`config.mk`:
```
export PLATFORM = sky130hd
export DESIGN_NAME = fsr_top
export DESIGN_NICKNAME = d
export VERILOG_FILES = /design/src/rtl/fsr_pkg.sv /design/src/rtl/fsr_step_timer.sv /design/src/rtl/fsr_top.sv
export VERILOG_INCLUDE_DIRS = /design/src /design/src/rtl
export SDC_FILE = /design/constraint.sdc
export NUM_CORES = 1
export LEC_CHECK = 0
export BUFFER_PORTS_ARGS = -buffer_cell sky130_fd_sc_hd__buf_2
export CORE_ASPECT_RATIO = 1.5
export CORE_MARGIN = 10
export CORE_UTILIZATION = 35
export CTS_CLUSTER_DIAMETER = 100
export DETAILED_ROUTE_END_ITERATION = 6
export GPL_TIMING_DRIVEN = 0
export SLEW_MARGIN = 30
export SYNTH_ARGS = -nofsm -noshare
export SYNTH_HDL_FRONTEND = slang
export SYNTH_SLANG_ARGS = --single-unit
```
`constraint.sdc`:
```
create_clock -name CLOCK_I -period 2 [get_ports CLOCK_I]
set_input_delay 0 -clock CLOCK_I [delete_from_list [all_inputs] [get_ports CLOCK_I]]
set_output_delay 0 -clock CLOCK_I [all_outputs]
set_load 0.01 [all_outputs]
```
`src/rtl/fsr_map.svh`:
```
// offsets, field positions, reset values and timing counts of the
// floppy status register bank; assumes a 50 MHz system clock
`ifndef FSR_MAP_SVH
`define FSR_MAP_SVH

// ----------------------------------------------------------------
// register byte offsets
// ----------------------------------------------------------------
`define FSR_ADR_COND 8'h00
`define FSR_ADR_CMD 8'h04
`define FSR_ADR_DATA 8'h08
`define FSR_ADR_IRQ_STAT 8'h0C
`define FSR_ADR_IRQ_MASK 8'h10
`define FSR_ADR_CTRL 8'h14

// ----------------------------------------------------------------
// field positions
// ----------------------------------------------------------------
`define FSR_IRQ_DONE 0
`define FSR_IRQ_DATA 1
`define FSR_IRQ_ERR 2
`define FSR_IRQ_W 3
`define FSR_CTRL_WIDE 0
`define FSR_CTRL_SLOW 1
`define FSR_CTRL_MFM 2
`define FSR_CTRL_W 3
`define FSR_CMD_W 3
`define FSR_CMD_BAD 3'h7

// ----------------------------------------------------------------
// reset values
// ----------------------------------------------------------------
`define FSR_MASK_RST 3'h0
`define FSR_CTRL_RST 3'h0
`define FSR_DATA_RST 8'h00

// ----------------------------------------------------------------
// timing
// ----------------------------------------------------------------
`define FSR_CLK_MHZ 50
`define FSR_T_DIR_US 12
`define FSR_T_STEP_NARROW_US 2
`define FSR_T_STEP_WIDE_US 4
`define FSR_T_SPAN_MFM_NS 300
`define FSR_T_SPAN_FM_NS 600
`define FSR_DIR_CYC (`FSR_T_DIR_US * `FSR_CLK_MHZ)
`define FSR_STEP_N_CYC (`FSR_T_STEP_NARROW_US * `FSR_CLK_MHZ)
`define FSR_STEP_W_CYC (`FSR_T_STEP_WIDE_US * `FSR_CLK_MHZ)
`define FSR_SPAN_MFM_CYC ((`FSR_T_SPAN_MFM_NS * `FSR_CLK_MHZ) / 1000)
`define FSR_SPAN_FM_CYC ((`FSR_T_SPAN_FM_NS * `FSR_CLK_MHZ) / 1000)

`endif

```
`src/rtl/fsr_pkg.sv`:
```
// types shared by the floppy status register bank
// assumes nothing beyond a SystemVerilog compiler
package fsr_pkg;

  // command class that selects the status bit sources
  typedef enum logic [2:0] {
    FSR_CMD_TYPE1 = 3'h0,
    FSR_CMD_RD_ADDR = 3'h1,
    FSR_CMD_RD_SECT = 3'h2,
    FSR_CMD_RD_TRACK = 3'h3,
    FSR_CMD_WR_SECT = 3'h4,
    FSR_CMD_WR_TRACK = 3'h5,
    FSR_CMD_FORCE = 3'h6
  } fsr_cmd_t;

  typedef enum logic [1:0] {
    FSR_ST_IDLE = 2'h0,
    FSR_ST_SETUP = 2'h1,
    FSR_ST_PULSE = 2'h2
  } fsr_step_st_t;

endpackage : fsr_pkg

```
`src/rtl/fsr_step_timer.sv`:
```
// step and direction output timing for the head positioner
// assumes one 50 MHz clock and a one-cycle step request
`timescale 1ns/1ps
`default_nettype none
`include "fsr_map.svh"

module fsr_step_timer #(
  parameter int CW = 12
) (
  input wire logic clk_i,
  input wire logic rst_i,
  input wire logic req_i,
  input wire logic dir_i,
  input wire logic wide_i,
  input wire logic slow_i,
  output logic step_o,
  output logic dir_o,
  output logic busy_o
);

  fsr_pkg::fsr_step_st_t state;
  logic [CW-1:0] cnt;
  logic [CW-1:0] setup_cyc;
  logic [CW-1:0] pulse_cyc;

  // 1 MHz master clock mode doubles every duration
  assign setup_cyc = CW'(slow_i ? 2 * `FSR_DIR_CYC : `FSR_DIR_CYC);
  assign pulse_cyc = CW'(wide_i ? (slow_i ? 2 * `FSR_STEP_W_CYC : `FSR_STEP_W_CYC)
                                : (slow_i ? 2 * `FSR_STEP_N_CYC : `FSR_STEP_N_CYC));
  assign busy_o = state != fsr_pkg::FSR_ST_IDLE;

  always_ff @(posedge clk_i or posedge rst_i)
  begin
    if (rst_i)
    begin
      state <= fsr_pkg::FSR_ST_IDLE;
      cnt <= '0;
      step_o <= 1'b0;
      dir_o <= 1'b0;
    end
    else
    begin
      case (state)
        fsr_pkg::FSR_ST_IDLE:
        begin
          if (req_i)
          begin
            dir_o <= dir_i; // direction settles before the step
            cnt <= setup_cyc - CW'(1);
            state <= fsr_pkg::FSR_ST_SETUP;
          end
        end
        fsr_pkg::FSR_ST_SETUP:
        begin
          if (cnt == '0)
          begin
            step_o <= 1'b1; // step pulse 2 or 4 us
            cnt <= pulse_cyc - CW'(1);
            state <= fsr_pkg::FSR_ST_PULSE;
          end
          else
          begin
            cnt <= cnt - CW'(1);
          end
        end
        fsr_pkg::FSR_ST_PULSE:
        begin
          if (cnt == '0)
          begin
            step_o <= 1'b0;
            state <= fsr_pkg::FSR_ST_IDLE;
          end
          else
          begin
            cnt <= cnt - CW'(1);
          end
        end
        default:
        begin
          step_o <= 1'b0;
          state <= fsr_pkg::FSR_ST_IDLE;
        end
      endcase
    end
  end

endmodule : fsr_step_timer
`default_nettype wire

```
`src/rtl/fsr_top.sv`:
```
// floppy controller status register bank with wishbone slave
// assumes command engine events as one-cycle pulses, drive pins sampled
// synchronously to CLOCK_I, and the write protect, track zero and index pins active low
//
// Behaviour
// - bit 7 is not-ready or master reset
// - type I bit 6 is inverted write protect
// - type I bit 5 is head load AND timing
// - type I bit 4 seek error, cleared on update
// - type I bit 3 flags ID checksum error
// - type I bit 2 is inverted track zero
// - type I bit 1 is inverted index pulse
// - bit 0 busy while a command runs
// - read/write commands remap bits 4, 2, 1
// - per-command zeros, record type, write fault
// - step 2/4 us, direction 12 us before
// - spanning raw pulse under 300 ns MFM
// - read window polarity does not matter
// - new non-force command sets busy, clears other bits
// - status read clears interrupt; data access clears request
`timescale 1ns/1ps
`default_nettype none
`include "fsr_map.svh"

module fsr_top #(
  parameter int WCW = 7
) (
  input wire logic CLOCK_I,
  input wire logic RST_I,
  input wire logic [7:0] ADR_I,
  input wire logic [31:0] DAT_I,
  input wire logic WE_I,
  input wire logic [3:0] SEL_I,
  input wire logic CYC_I,
  input wire logic STB_I,
  output logic [31:0] DAT_O,
  output logic ACK_O,
  output logic IRQ_O,
  input wire logic MASTER_RESET_IN_I,
  input wire logic READY_I,
  input wire logic WRITE_PROTECT_IN_I,
  input wire logic HEAD_LOAD_OUT_I,
  input wire logic HEAD_LOAD_TIMING_IN_I,
  input wire logic TRACK_ZERO_IN_I,
  input wire logic INDEX_PULSE_IN_I,
  input wire logic SEEK_ERR_I,
  input wire logic CRC_ERR_I,
  input wire logic RECORD_NOT_FOUND_I,
  input wire logic LOST_DATA_I,
  input wire logic WRITE_FAULT_I,
  input wire logic DELETED_MARK_I,
  input wire logic DATA_REQUEST_SET_I,
  input wire logic [7:0] DATA_BYTE_I,
  input wire logic DONE_I,
  input wire logic STEP_REQ_I,
  input wire logic STEP_DIR_I,
  input wire logic RAW_READ_I,
  input wire logic READ_WINDOW_I,
  output logic [7:0] DATA_BYTE_O,
  output logic [2:0] CMD_TYPE_O,
  output logic DATA_REQUEST_O,
  output logic INTERRUPT_REQUEST_O,
  output logic STEP_O,
  output logic DIR_O,
  output logic STEP_BUSY_O,
  output logic RAW_PULSE_O,
  output logic RAW_WINDOW_O,
  output logic RAW_REJECT_O
);

  // ----------------------------------------------------------------
  // bus decode
  // ----------------------------------------------------------------
  logic req;
  logic rd;
  logic wr;
  logic hit_cond;
  logic hit_cmd;
  logic hit_data;
  logic hit_stat;
  logic hit_mask;
  logic hit_ctrl;

  // ack lasts one cycle; the request is masked only while ack is high, so a held request is taken again
  assign req = CYC_I & STB_I & ~ACK_O;
  assign rd = req & ~WE_I;
  assign wr = req & WE_I & SEL_I[0];
  assign hit_cond = ADR_I == `FSR_ADR_COND;
  assign hit_cmd = ADR_I == `FSR_ADR_CMD;
  assign hit_data = ADR_I == `FSR_ADR_DATA;
  assign hit_stat = ADR_I == `FSR_ADR_IRQ_STAT;
  assign hit_mask = ADR_I == `FSR_ADR_IRQ_MASK;
  assign hit_ctrl = ADR_I == `FSR_ADR_CTRL;

  // ----------------------------------------------------------------
  // command acceptance
  // ----------------------------------------------------------------
  fsr_pkg::fsr_cmd_t cmd_type;
  fsr_pkg::fsr_cmd_t new_type;
  logic busy;
  logic cmd_ok;
  logic is_force;
  logic clear_flags;

  assign new_type = fsr_pkg::fsr_cmd_t'(DAT_I[2:0]);
  assign cmd_ok = wr & hit_cmd & (DAT_I[2:0] != `FSR_CMD_BAD);
  assign is_force = new_type == fsr_pkg::FSR_CMD_FORCE;
  // force interrupt mid-command keeps the other bits
  assign clear_flags = cmd_ok & (~is_force | ~busy);
  assign CMD_TYPE_O = cmd_type;

  always_ff @(posedge CLOCK_I or posedge RST_I)
  begin
    if (RST_I)
    begin
      busy <= 1'b0;
    end
    else if (cmd_ok)
    begin
      busy <= ~is_force;
    end
    else if (DONE_I)
    begin
      busy <= 1'b0;
    end
  end

  always_ff @(posedge CLOCK_I or posedge RST_I)
  begin
    if (RST_I)
    begin
      cmd_type <= fsr_pkg::FSR_CMD_TYPE1;
    end
    else if (cmd_ok & ~is_force)
    begin
      cmd_type <= new_type;
    end
    else if (cmd_ok & ~busy)
    begin
      cmd_type <= fsr_pkg::FSR_CMD_TYPE1; // idle force shows type I
    end
  end

  // ----------------------------------------------------------------
  // sticky error flags
  // ----------------------------------------------------------------
  // order: seek, crc, not found, lost, write fault, deleted mark
  logic [5:0] flag_set;
  logic [5:0] flag;

  assign flag_set = {DELETED_MARK_I, WRITE_FAULT_I, LOST_DATA_I,
                     RECORD_NOT_FOUND_I, CRC_ERR_I, SEEK_ERR_I};

  genvar gi;
  generate
    for (gi = 0; gi < 6; gi = gi + 1)
    begin : g_flag
      // an event in the clearing cycle survives
      always_ff @(posedge CLOCK_I or posedge RST_I)
      begin
        if (RST_I)
        begin
          flag[gi] <= 1'b0;
        end
        else if (flag_set[gi])
        begin
          flag[gi] <= 1'b1;
        end
        else if (clear_flags)
        begin
          flag[gi] <= 1'b0; // reset when updated
        end
      end
    end
  endgenerate

  // ----------------------------------------------------------------
  // data register and request lines
  // ----------------------------------------------------------------
  logic data_access;

  assign data_access = req & hit_data;

  always_ff @(posedge CLOCK_I or posedge RST_I)
  begin
    if (RST_I)
    begin
      DATA_BYTE_O <= `FSR_DATA_RST;
    end
    else if (DATA_REQUEST_SET_I)
    begin
      DATA_BYTE_O <= DATA_BYTE_I;
    end
    else if (wr & hit_data)
    begin
      DATA_BYTE_O <= DAT_I[7:0];
    end
  end

  always_ff @(posedge CLOCK_I or posedge RST_I)
  begin
    if (RST_I)
    begin
      DATA_REQUEST_O <= 1'b0;
    end
    else if (DATA_REQUEST_SET_I)
    begin
      DATA_REQUEST_O <= 1'b1;
    end
    else if (data_access | clear_flags)
    begin
      DATA_REQUEST_O <= 1'b0; // read or write of data clears it
    end
  end

  always_ff @(posedge CLOCK_I or posedge RST_I)
  begin
    if (RST_I)
    begin
      INTERRUPT_REQUEST_O <= 1'b0;
    end
    else if (DONE_I | (cmd_ok & is_force & busy))
    begin
      INTERRUPT_REQUEST_O <= 1'b1;
    end
    else if (rd & hit_cond)
    begin
      INTERRUPT_REQUEST_O <= 1'b0; // status read clears it
    end
  end

  // ----------------------------------------------------------------
  // status composition
  // ----------------------------------------------------------------
  logic [7:0] cond;
  logic not_ready;
  logic wp;

  assign not_ready = ~READY_I | MASTER_RESET_IN_I;
  assign wp = ~WRITE_PROTECT_IN_I;

  // sources follow the last accepted non-force command, or type I after a force while idle
  always_comb
  begin
    cond = 8'h00;
    cond[7] = not_ready;
    cond[0] = busy;
    case (cmd_type)
      fsr_pkg::FSR_CMD_TYPE1:
      begin
        cond[6] = wp;
        cond[5] = HEAD_LOAD_OUT_I & HEAD_LOAD_TIMING_IN_I;
        cond[4] = flag[0];
        cond[3] = flag[1];
        cond[2] = ~TRACK_ZERO_IN_I;
        cond[1] = ~INDEX_PULSE_IN_I;
      end
      fsr_pkg::FSR_CMD_RD_ADDR:
      begin
        cond[4:1] = {flag[2], flag[1], flag[3], DATA_REQUEST_O};
      end
      fsr_pkg::FSR_CMD_RD_SECT:
      begin
        cond[5] = flag[5];
        cond[4:1] = {flag[2], flag[1], flag[3], DATA_REQUEST_O};
      end
      fsr_pkg::FSR_CMD_RD_TRACK:
      begin
        cond[2:1] = {flag[3], DATA_REQUEST_O};
      end
      fsr_pkg::FSR_CMD_WR_SECT:
      begin
        cond[6:5] = {wp, flag[4]};
        cond[4:1] = {flag[2], flag[1], flag[3], DATA_REQUEST_O};
      end
      fsr_pkg::FSR_CMD_WR_TRACK:
      begin
        cond[6:5] = {wp, flag[4]};
        cond[2:1] = {flag[3], DATA_REQUEST_O};
      end
      default:
      begin
        cond[6:1] = 6'h00;
      end
    endcase
  end

  // ----------------------------------------------------------------
  // interrupt status and mask
  // ----------------------------------------------------------------
  logic [`FSR_IRQ_W-1:0] irq_stat;
  logic [`FSR_IRQ_W-1:0] irq_mask;
  logic [`FSR_IRQ_W-1:0] irq_ev;
  logic [`FSR_IRQ_W-1:0] irq_clr;

  assign irq_ev[`FSR_IRQ_DONE] = DONE_I;
  assign irq_ev[`FSR_IRQ_DATA] = DATA_REQUEST_SET_I;
  assign irq_ev[`FSR_IRQ_ERR] = |flag_set[4:0];
  assign irq_clr = (wr & hit_stat) ? DAT_I[`FSR_IRQ_W-1:0] : '0;
  assign IRQ_O = |(irq_stat & irq_mask);

  always_ff @(posedge CLOCK_I or posedge RST_I)
  begin
    if (RST_I)
    begin
      irq_stat <= '0;
    end
    else
    begin
      irq_stat <= irq_ev | (irq_stat & ~irq_clr);
    end
  end

  always_ff @(posedge CLOCK_I or posedge RST_I)
  begin
    if (RST_I)
    begin
      irq_mask <= `FSR_MASK_RST;
    end
    else if (wr & hit_mask)
    begin
      irq_mask <= DAT_I[`FSR_IRQ_W-1:0];
    end
  end

  // ----------------------------------------------------------------
  // configuration
  // ----------------------------------------------------------------
  logic [`FSR_CTRL_W-1:0] ctrl;

  always_ff @(posedge CLOCK_I or posedge RST_I)
  begin
    if (RST_I)
    begin
      ctrl <= `FSR_CTRL_RST;
    end
    else if (wr & hit_ctrl)
    begin
      ctrl <= DAT_I[`FSR_CTRL_W-1:0];
    end
  end

  // ----------------------------------------------------------------
  // bus answer
  // ----------------------------------------------------------------
  logic [31:0] rdata;

  // unmapped offsets answer with ack and zero data
  always_comb
  begin
    rdata = 32'h00000000;
    if (hit_cond)
      rdata[7:0] = cond;
    else if (hit_cmd)
      rdata[2:0] = cmd_type;
    else if (hit_data)
      rdata[7:0] = DATA_BYTE_O;
    else if (hit_stat)
      rdata[`FSR_IRQ_W-1:0] = irq_stat;
    else if (hit_mask)
      rdata[`FSR_IRQ_W-1:0] = irq_mask;
    else if (hit_ctrl)
      rdata[`FSR_CTRL_W-1:0] = ctrl;
  end

  always_ff @(posedge CLOCK_I or posedge RST_I)
  begin
    if (RST_I)
    begin
      ACK_O <= 1'b0;
      DAT_O <= 32'h00000000;
    end
    else
    begin
      ACK_O <= req;
      if (rd)
        DAT_O <= rdata;
    end
  end

  // ----------------------------------------------------------------
  // step output timing
  // ----------------------------------------------------------------
  fsr_step_timer #(
    .CW(12)
  ) u_step (
    .clk_i(CLOCK_I),
    .rst_i(RST_I),
    .req_i(STEP_REQ_I),
    .dir_i(STEP_DIR_I),
    .wide_i(ctrl[`FSR_CTRL_WIDE]),
    .slow_i(ctrl[`FSR_CTRL_SLOW]),
    .step_o(STEP_O),
    .dir_o(DIR_O),
    .busy_o(STEP_BUSY_O)
  );

  // ----------------------------------------------------------------
  // raw read pulse qualification
  // ----------------------------------------------------------------
  logic rr_d;
  logic rr_win;
  logic rr_cross;
  logic [WCW-1:0] rr_len;
  logic [WCW-1:0] span_lim;
  logic rr_ok;

  // limit doubles for the 1 MHz master clock
  assign span_lim = ctrl[`FSR_CTRL_MFM]
    ? WCW'(ctrl[`FSR_CTRL_SLOW] ? 2 * `FSR_SPAN_MFM_CYC : `FSR_SPAN_MFM_CYC)
    : WCW'(ctrl[`FSR_CTRL_SLOW] ? 2 * `FSR_SPAN_FM_CYC : `FSR_SPAN_FM_CYC);
  // a pulse inside one window passes at any width
  assign rr_ok = ~rr_cross | (rr_len < span_lim);

  always_ff @(posedge CLOCK_I or posedge RST_I)
  begin
    if (RST_I)
    begin
      rr_d <= 1'b0;
      rr_win <= 1'b0;
      rr_cross <= 1'b0;
      rr_len <= '0;
    end
    else
    begin
      rr_d <= RAW_READ_I;
      if (RAW_READ_I & ~rr_d)
      begin
        // window level at the start is only recorded, never required
        rr_win <= READ_WINDOW_I;
        rr_cross <= 1'b0;
        rr_len <= WCW'(1);
      end
      else if (RAW_READ_I)
      begin
        if (READ_WINDOW_I != rr_win)
          rr_cross <= 1'b1;
        if (rr_len != '1)
          rr_len <= rr_len + WCW'(1);
      end
    end
  end

  // judged on the trailing edge, so width is known in full
  always_ff @(posedge CLOCK_I or posedge RST_I)
  begin
    if (RST_I)
    begin
      RAW_PULSE_O <= 1'b0;
      RAW_REJECT_O <= 1'b0;
      RAW_WINDOW_O <= 1'b0;
    end
    else
    begin
      RAW_PULSE_O <= ~RAW_READ_I & rr_d & rr_ok;
      RAW_REJECT_O <= ~RAW_READ_I & rr_d & ~rr_ok;
      if (~RAW_READ_I & rr_d)
        RAW_WINDOW_O <= rr_win;
    end
  end

endmodule : fsr_top
`default_nettype wire

```
; Yosys cells after proc, flatten, opt, wreduce, memory -nomap -nowiden
; Index checks and enable logic that the tools add are counted.
[totals]
register_bits = 67
out_inout_bits = 53
wordCells = 183
[classes]
add_sub_neg = 4
n_lt_le_gt_ge = 1
n_eq_ne = 20
muxes = 54
bitwise = 45
n_reduce_logical = 32
[op_table]
columns = op, count
row1 = 12-bit two-way mux, 4
row2 = 12-bit one-hot mux with 3 select lines, 1
row3 = "12-bit by 1-bit subtractor with 12-bit output, second input constant", 3
row4 = 8-bit two-way mux, 4
row5 = 2-bit nonzero test, 15
row6 = 3-bit two-way mux, 8
row7 = 1-bit bitwise AND, 23
row8 = 7-bit two-way mux, 3
row9 = 1-bit two-way mux, 19
row10 = "8-bit by 4-bit == test with 1-bit output, second input constant", 2
row11 = "8-bit by 5-bit == test with 1-bit output, second input constant", 2
row12 = 5-bit two-way mux, 3
row13 = 1-bit NOT, 13
row14 = 12-bit logical NOT, 1
row15 = 6-bit two-way mux, 2
row16 = 11-bit two-way mux, 1
row17 = 5-bit OR reduction, 2
row18 = "3-bit == test, second input constant", 3
row19 = 9-bit two-way mux, 1
row20 = 3-bit AND reduction, 3
row21 = 3-bit OR reduction, 3
row22 = "8-bit by 3-bit == test with 1-bit output, second input constant", 1
row23 = 8-bit logical NOT, 1
row24 = 2-bit one-hot mux with 2 select lines, 2
row25 = other kinds (23), 36

; Depth between registers and ports, before layout
[logic_depth]
ltp_word = 10
depth_mapped = 8
mapped_depth_nobuf = 7

; Hierarchy
; From an unflattened synthesis, not the netlist that was laid out.
[unflattened]
cells_unflattened = 469
area_unflattened_um2 = 4240.3
[by_module_without_submodules]
columns = module, instances, cells_per_inst, area_per_inst_um2, seq_area_each_um2
row1 = fsr_top, 1, 306, 2947.8, 1276.2
row2 = fsr_step_timer, 1, 163, 1292.5, 400.4

; Worst setup path before layout
; Ideal clock, no wire load.
[synth_path]
kind = register to register
from = register u_step.cnt[0]
to = register u_step.cnt[2]
setup_time_ns = 0.121
arrival_ns = 2.038
t_required_ns = 1.879
slack_ns = -0.159
path_stages_with_launch = 8
synth_period_minus_slack_ns = 2.159
path_cell_list = dfrtp_1 -> inv_1 -> ha_1 -> or4b_2 -> nor3_1 -> a31o_2 -> o221ai_1 -> a22o_1
[synth_via]
elab_chain_len = 3
[synth_rtl]
columns = item, line_no
row1 = from (decl), fsr_step_timer.sv:22  ; logic [CW-1:0] cnt;
row2 = from (signal assigned), fsr_step_timer.sv:49  ; cnt <= setup_cyc - CW'(1);
row3 = from (signal assigned), fsr_step_timer.sv:58  ; cnt <= pulse_cyc - CW'(1);
row4 = from (signal assigned), fsr_step_timer.sv:63  ; cnt <= cnt - CW'(1);
row5 = 12-bit by 1-bit subtractor with 12-bit output / 12-bit logical NOT (equally long branches), -
row6 = "12-bit two-way mux, or another cell as far along", fsr_step_timer.sv:68  ; if (cnt == '0)
row7 = 12-bit one-hot mux with 3 select lines / 3-bit AND reduction (equally long branches), -
; Parallel ways exist; a longest one is shown, timed or not. The select of a mux whose other input is x is not followed.
; A chain may end at the register's enable or synchronous reset.

; Worst setup path after layout
[layout_path]
from = register u_step.cnt[0]
to = register u_step.cnt[7]
; The elaborated chain is that of the path after synthesis.

==> impl_results.md <==
* Status: finished clean
* Vias in the first global route at 3938
* Max Cap Viol at 0
* CTS max path bufs at 2
* Syn-to-layout area delta at 35.1%
* Post-synth cell types at 63
* RSZ-0062 raised after global routing: true
* Post-synth EDFFs at 0
* CP max-delay cell: or4b_4
* Grt ovf at 0
* Design area at 5580 um2
* Fmax at 500 MHz
* Cell-by-cell trace of the critical path: inv_2 -> ha_4 -> or4b_4 -> or3_4 -> a21oi_2 -> o2111a_1 -> a21oi_1
* Antenna violations before repair at 0
* Critical Path RT at 2.22 ns
* Starting Density at 0.358
* Largest net degree at the start of global routing at 40
* DR pass1 iterations at 4
* Synth Flop Type: dfrtp_1
* # DRC at 0
* Die Width at 109 um
* Most frequent cells after synthesis: dfrtp_1, nand2_1, o21ai_0
* Non-Filler Instances at 732
* Critical path origin: u_step.cnt[0]$_DFFE_PP0P_
* Clock tree root buffer cell: clkbuf_16
* #FFs+latches synth at 67
* Area post-placement at 4820 um2
* Slew Viols, Final at 0
* Final #Nets at 669
* Crit share post-route at 0.999
* Max stage delay on crit path at 0.51 ns
* Clock transition at path regs at 0.06 ns
* Final setup fails at 0
* Iteration-0 DRC Markers at 165
* Reg-to-Reg Start: u_step.cnt[0]$_DFFE_PP0P_
* Number of core rows at 48
* Port Buffers at 74
* GRT Overall Usage at 0.150
* RR Endpoint: u_step.cnt[7]$_DFFE_PP0P_
* Data arrival, critical path at 2.22 ns
* Total clock sinks at 67
* Levels on crit path at 7
* I/O pin cnt at 129
* Final HPWL DP at 9010 um
* Top cell type by total area after synthesis: dfrtp_1
* # placed instances at 684
* Cell Pwr Density at 591 nW/um2
* Leak at 2.52 nW
* Worst hold path class: in -> reg
* Fillers at 1098
* Setup ws final at 0.00176 ns
* Register area at 1680 um2
* Final Power at 3.29 mW
* Post-route ant nets at 0
* Antenna Cells at 0
* Area of the multi-input gates at 2380 um2
* Final setup skew at 0.00521 ns
* Final min period at 2.00 ns
* Core area at 11500 um2
* Post-Syn Area per Cell at 9.47 um2
* Startpoint Class: register
* Slew @ Worst Pin at 0.670 ns
* Post-synth ARST share at 1.00
* Buffers & Inverters on Critical Path at 1
* Layout cell share with drive strength beyond 1 at 0.328
* Die ar. at 16600 um2
* Post-Syn Area at 4130 um2
* Mapped Cells at 436
* Total CTS buffers at 9
* H-tree depth at 3
* DR WL/cell at 16.7 um
* Ranking of synthesized cells by area: dfrtp_1, mux2_2, ha_1
* Rel. slew slack at 0.553
* Total routed wirelength at 12200 um
* Setup crit end kind: register
* Setup_tns at 0 ns
* CTS tree: built
* Critical setup path kind: reg -> reg
* Crit-path max FO at 5
* Vias post-DR at 3773
* Clock latency at the later pin of the worst-skew pair at 0.33 ns
* First-pass GRT wire length at 20100 um
* Die H at 153 um
* Reg2Reg Depth at 7
* Worst reg-to-reg setup slack at 0.002 ns
* Synth top area share at 0.406
* Critical Path Sink: u_step.cnt[7]$_DFFE_PP0P_
* Pre-CTS setup slack at -0.418 ns
* Sequential-to-total area share from yosys stat at 0.406
* Ys Warns at 0
* Via-to-Cell Ratio at 5.15
* Worst VDD drop at 0.000516 V
* Placer Congestion at 0.875
* Final Hold Viols at 0
* Cell with the most instances after synthesis: dfrtp_1
* Top delay family on crit path: simple AND/OR/NAND/NOR gates
-- power by group --
group	internal, mW	leakage [nW]	total (mW)	switching [mW]
combinational	0.200	1.60	0.397	0.196
sequential	1.41	0.799	1.46	0.0527
clock	0.832	0.122	1.43	0.601
-- flip-flops by register name (all words and copies together) (netlist names), 2 cells and up --
| name | count |
|---|---|
| u_step.cnt | 12 |
| DATA_BYTE_O | 8 |
| DAT_O | 8 |
| rr_len | 7 |
| flag | 6 |
| CMD_TYPE_O | 3 |
| ctrl | 3 |
| irq_mask | 3 |
| irq_stat | 3 |
| u_step.state | 2 |
-- worst min-delay path by stage --
stage,from,to,slack [ns],cells after the start
3_5_place_dp,RST_I,rr_len[3]$_DFFE_PP0P_,0.02,2
2_1_floorplan,RAW_READ_I,rr_d$_DFF_PP0_,0.03,0
4_1_cts,DAT_I[2],CMD_TYPE_O[2]$_DFFE_PP0P_,0.005,3
3_3_place_gp,DELETED_MARK_I,flag[5]$_DFFE_PP0P_,0.18,2
5_1_grt,DAT_I[2],ctrl[2]$_DFFE_PP0P_,0.03,2
6_report,DAT_I[2],CMD_TYPE_O[2]$_DFFE_PP0P_,0.005,3
-- through the flow --
stage                util  hold WS [ns]
finish              0.484       0.00460
global route        0.484        0.0251
CTS                 0.477       0.00498
detailed placement  0.418        0.0247
global placement    0.415         0.179
floorplan               -        0.0314
-- worst reg2reg max path: cells and delay by family, from the launching register on --
family	cells	cell delay [ns]
compound gates	3	0.40
buf+inv	1	0.09
flops	1	0.39
fa+ha+maj	1	0.14
simple gates	2	0.86
-- cells by family after synthesis --
family,synth area share
compound gates,0.191
flops,0.406
xor+xnor,0.0149
other cells,0.000908
simple gates,0.172
fa+ha+maj,0.0455
buf+inv,0.0785
mux,0.0915
-- cell type report --
type | instances | share of cell area
inverter | 19 | 0.0132
clock buffer | 11 | 0.0417
multi-input combinational | 332 | 0.428
tap | 150 | 0.0337
buffer | 34 | 0.0408
sequential | 67 | 0.301
clock inverter | 4 | 0.00516
timing repair buffer | 115 | 0.137
-- per-layer routing --
metal,GRT usage,wire length [um],vias to the layer above
met5,0,0,-
met4,0.0744,402,0
met3,0.0572,951,30
met2,0.251,6150,119
met1,0.158,4700,1800
li1,-,-,1824
-- placed cells by master, fill, tap and decap left out, drive strengths merged, types with 3 or more instances in the layout --
cell type    netlist  final
conb               1     24
nor2              21     21
nor4               5      5
inv               19     19
a31o               3      3
o31ai              5      5
ha                15     15
and2               4      4
nor2b              6      6
nor3               8      8
a21oi             27     27
or3                6      6
a31oi              6      6
mux2              30     30
dlygate4sd3        0     24
buf               27    118
clkbuf            14     18
o21ai             36     36
o221ai             4      4
xnor2              3      3
a21o              11     11
or4                4      4
dfrtp             67     67
nand3             11     11
mux2i              4      4
nand2             39     39
nand2b            11     11
xor2               4      4
a22oi              4      4
-- what timing repair did --
| item | in CTS | in global routing |
|---|---|---|
| resized for setup | 24 | 16 |
| endpoints found under the hold margin | 53 | 0 |
| hold buffers | 24 | 0 |
| pin swaps | 6 | 7 |
| buffers inserted | 12 | 4 |
| setup endpoints to repair | 17 | 15 |
(Power assumes the default switching activity.)
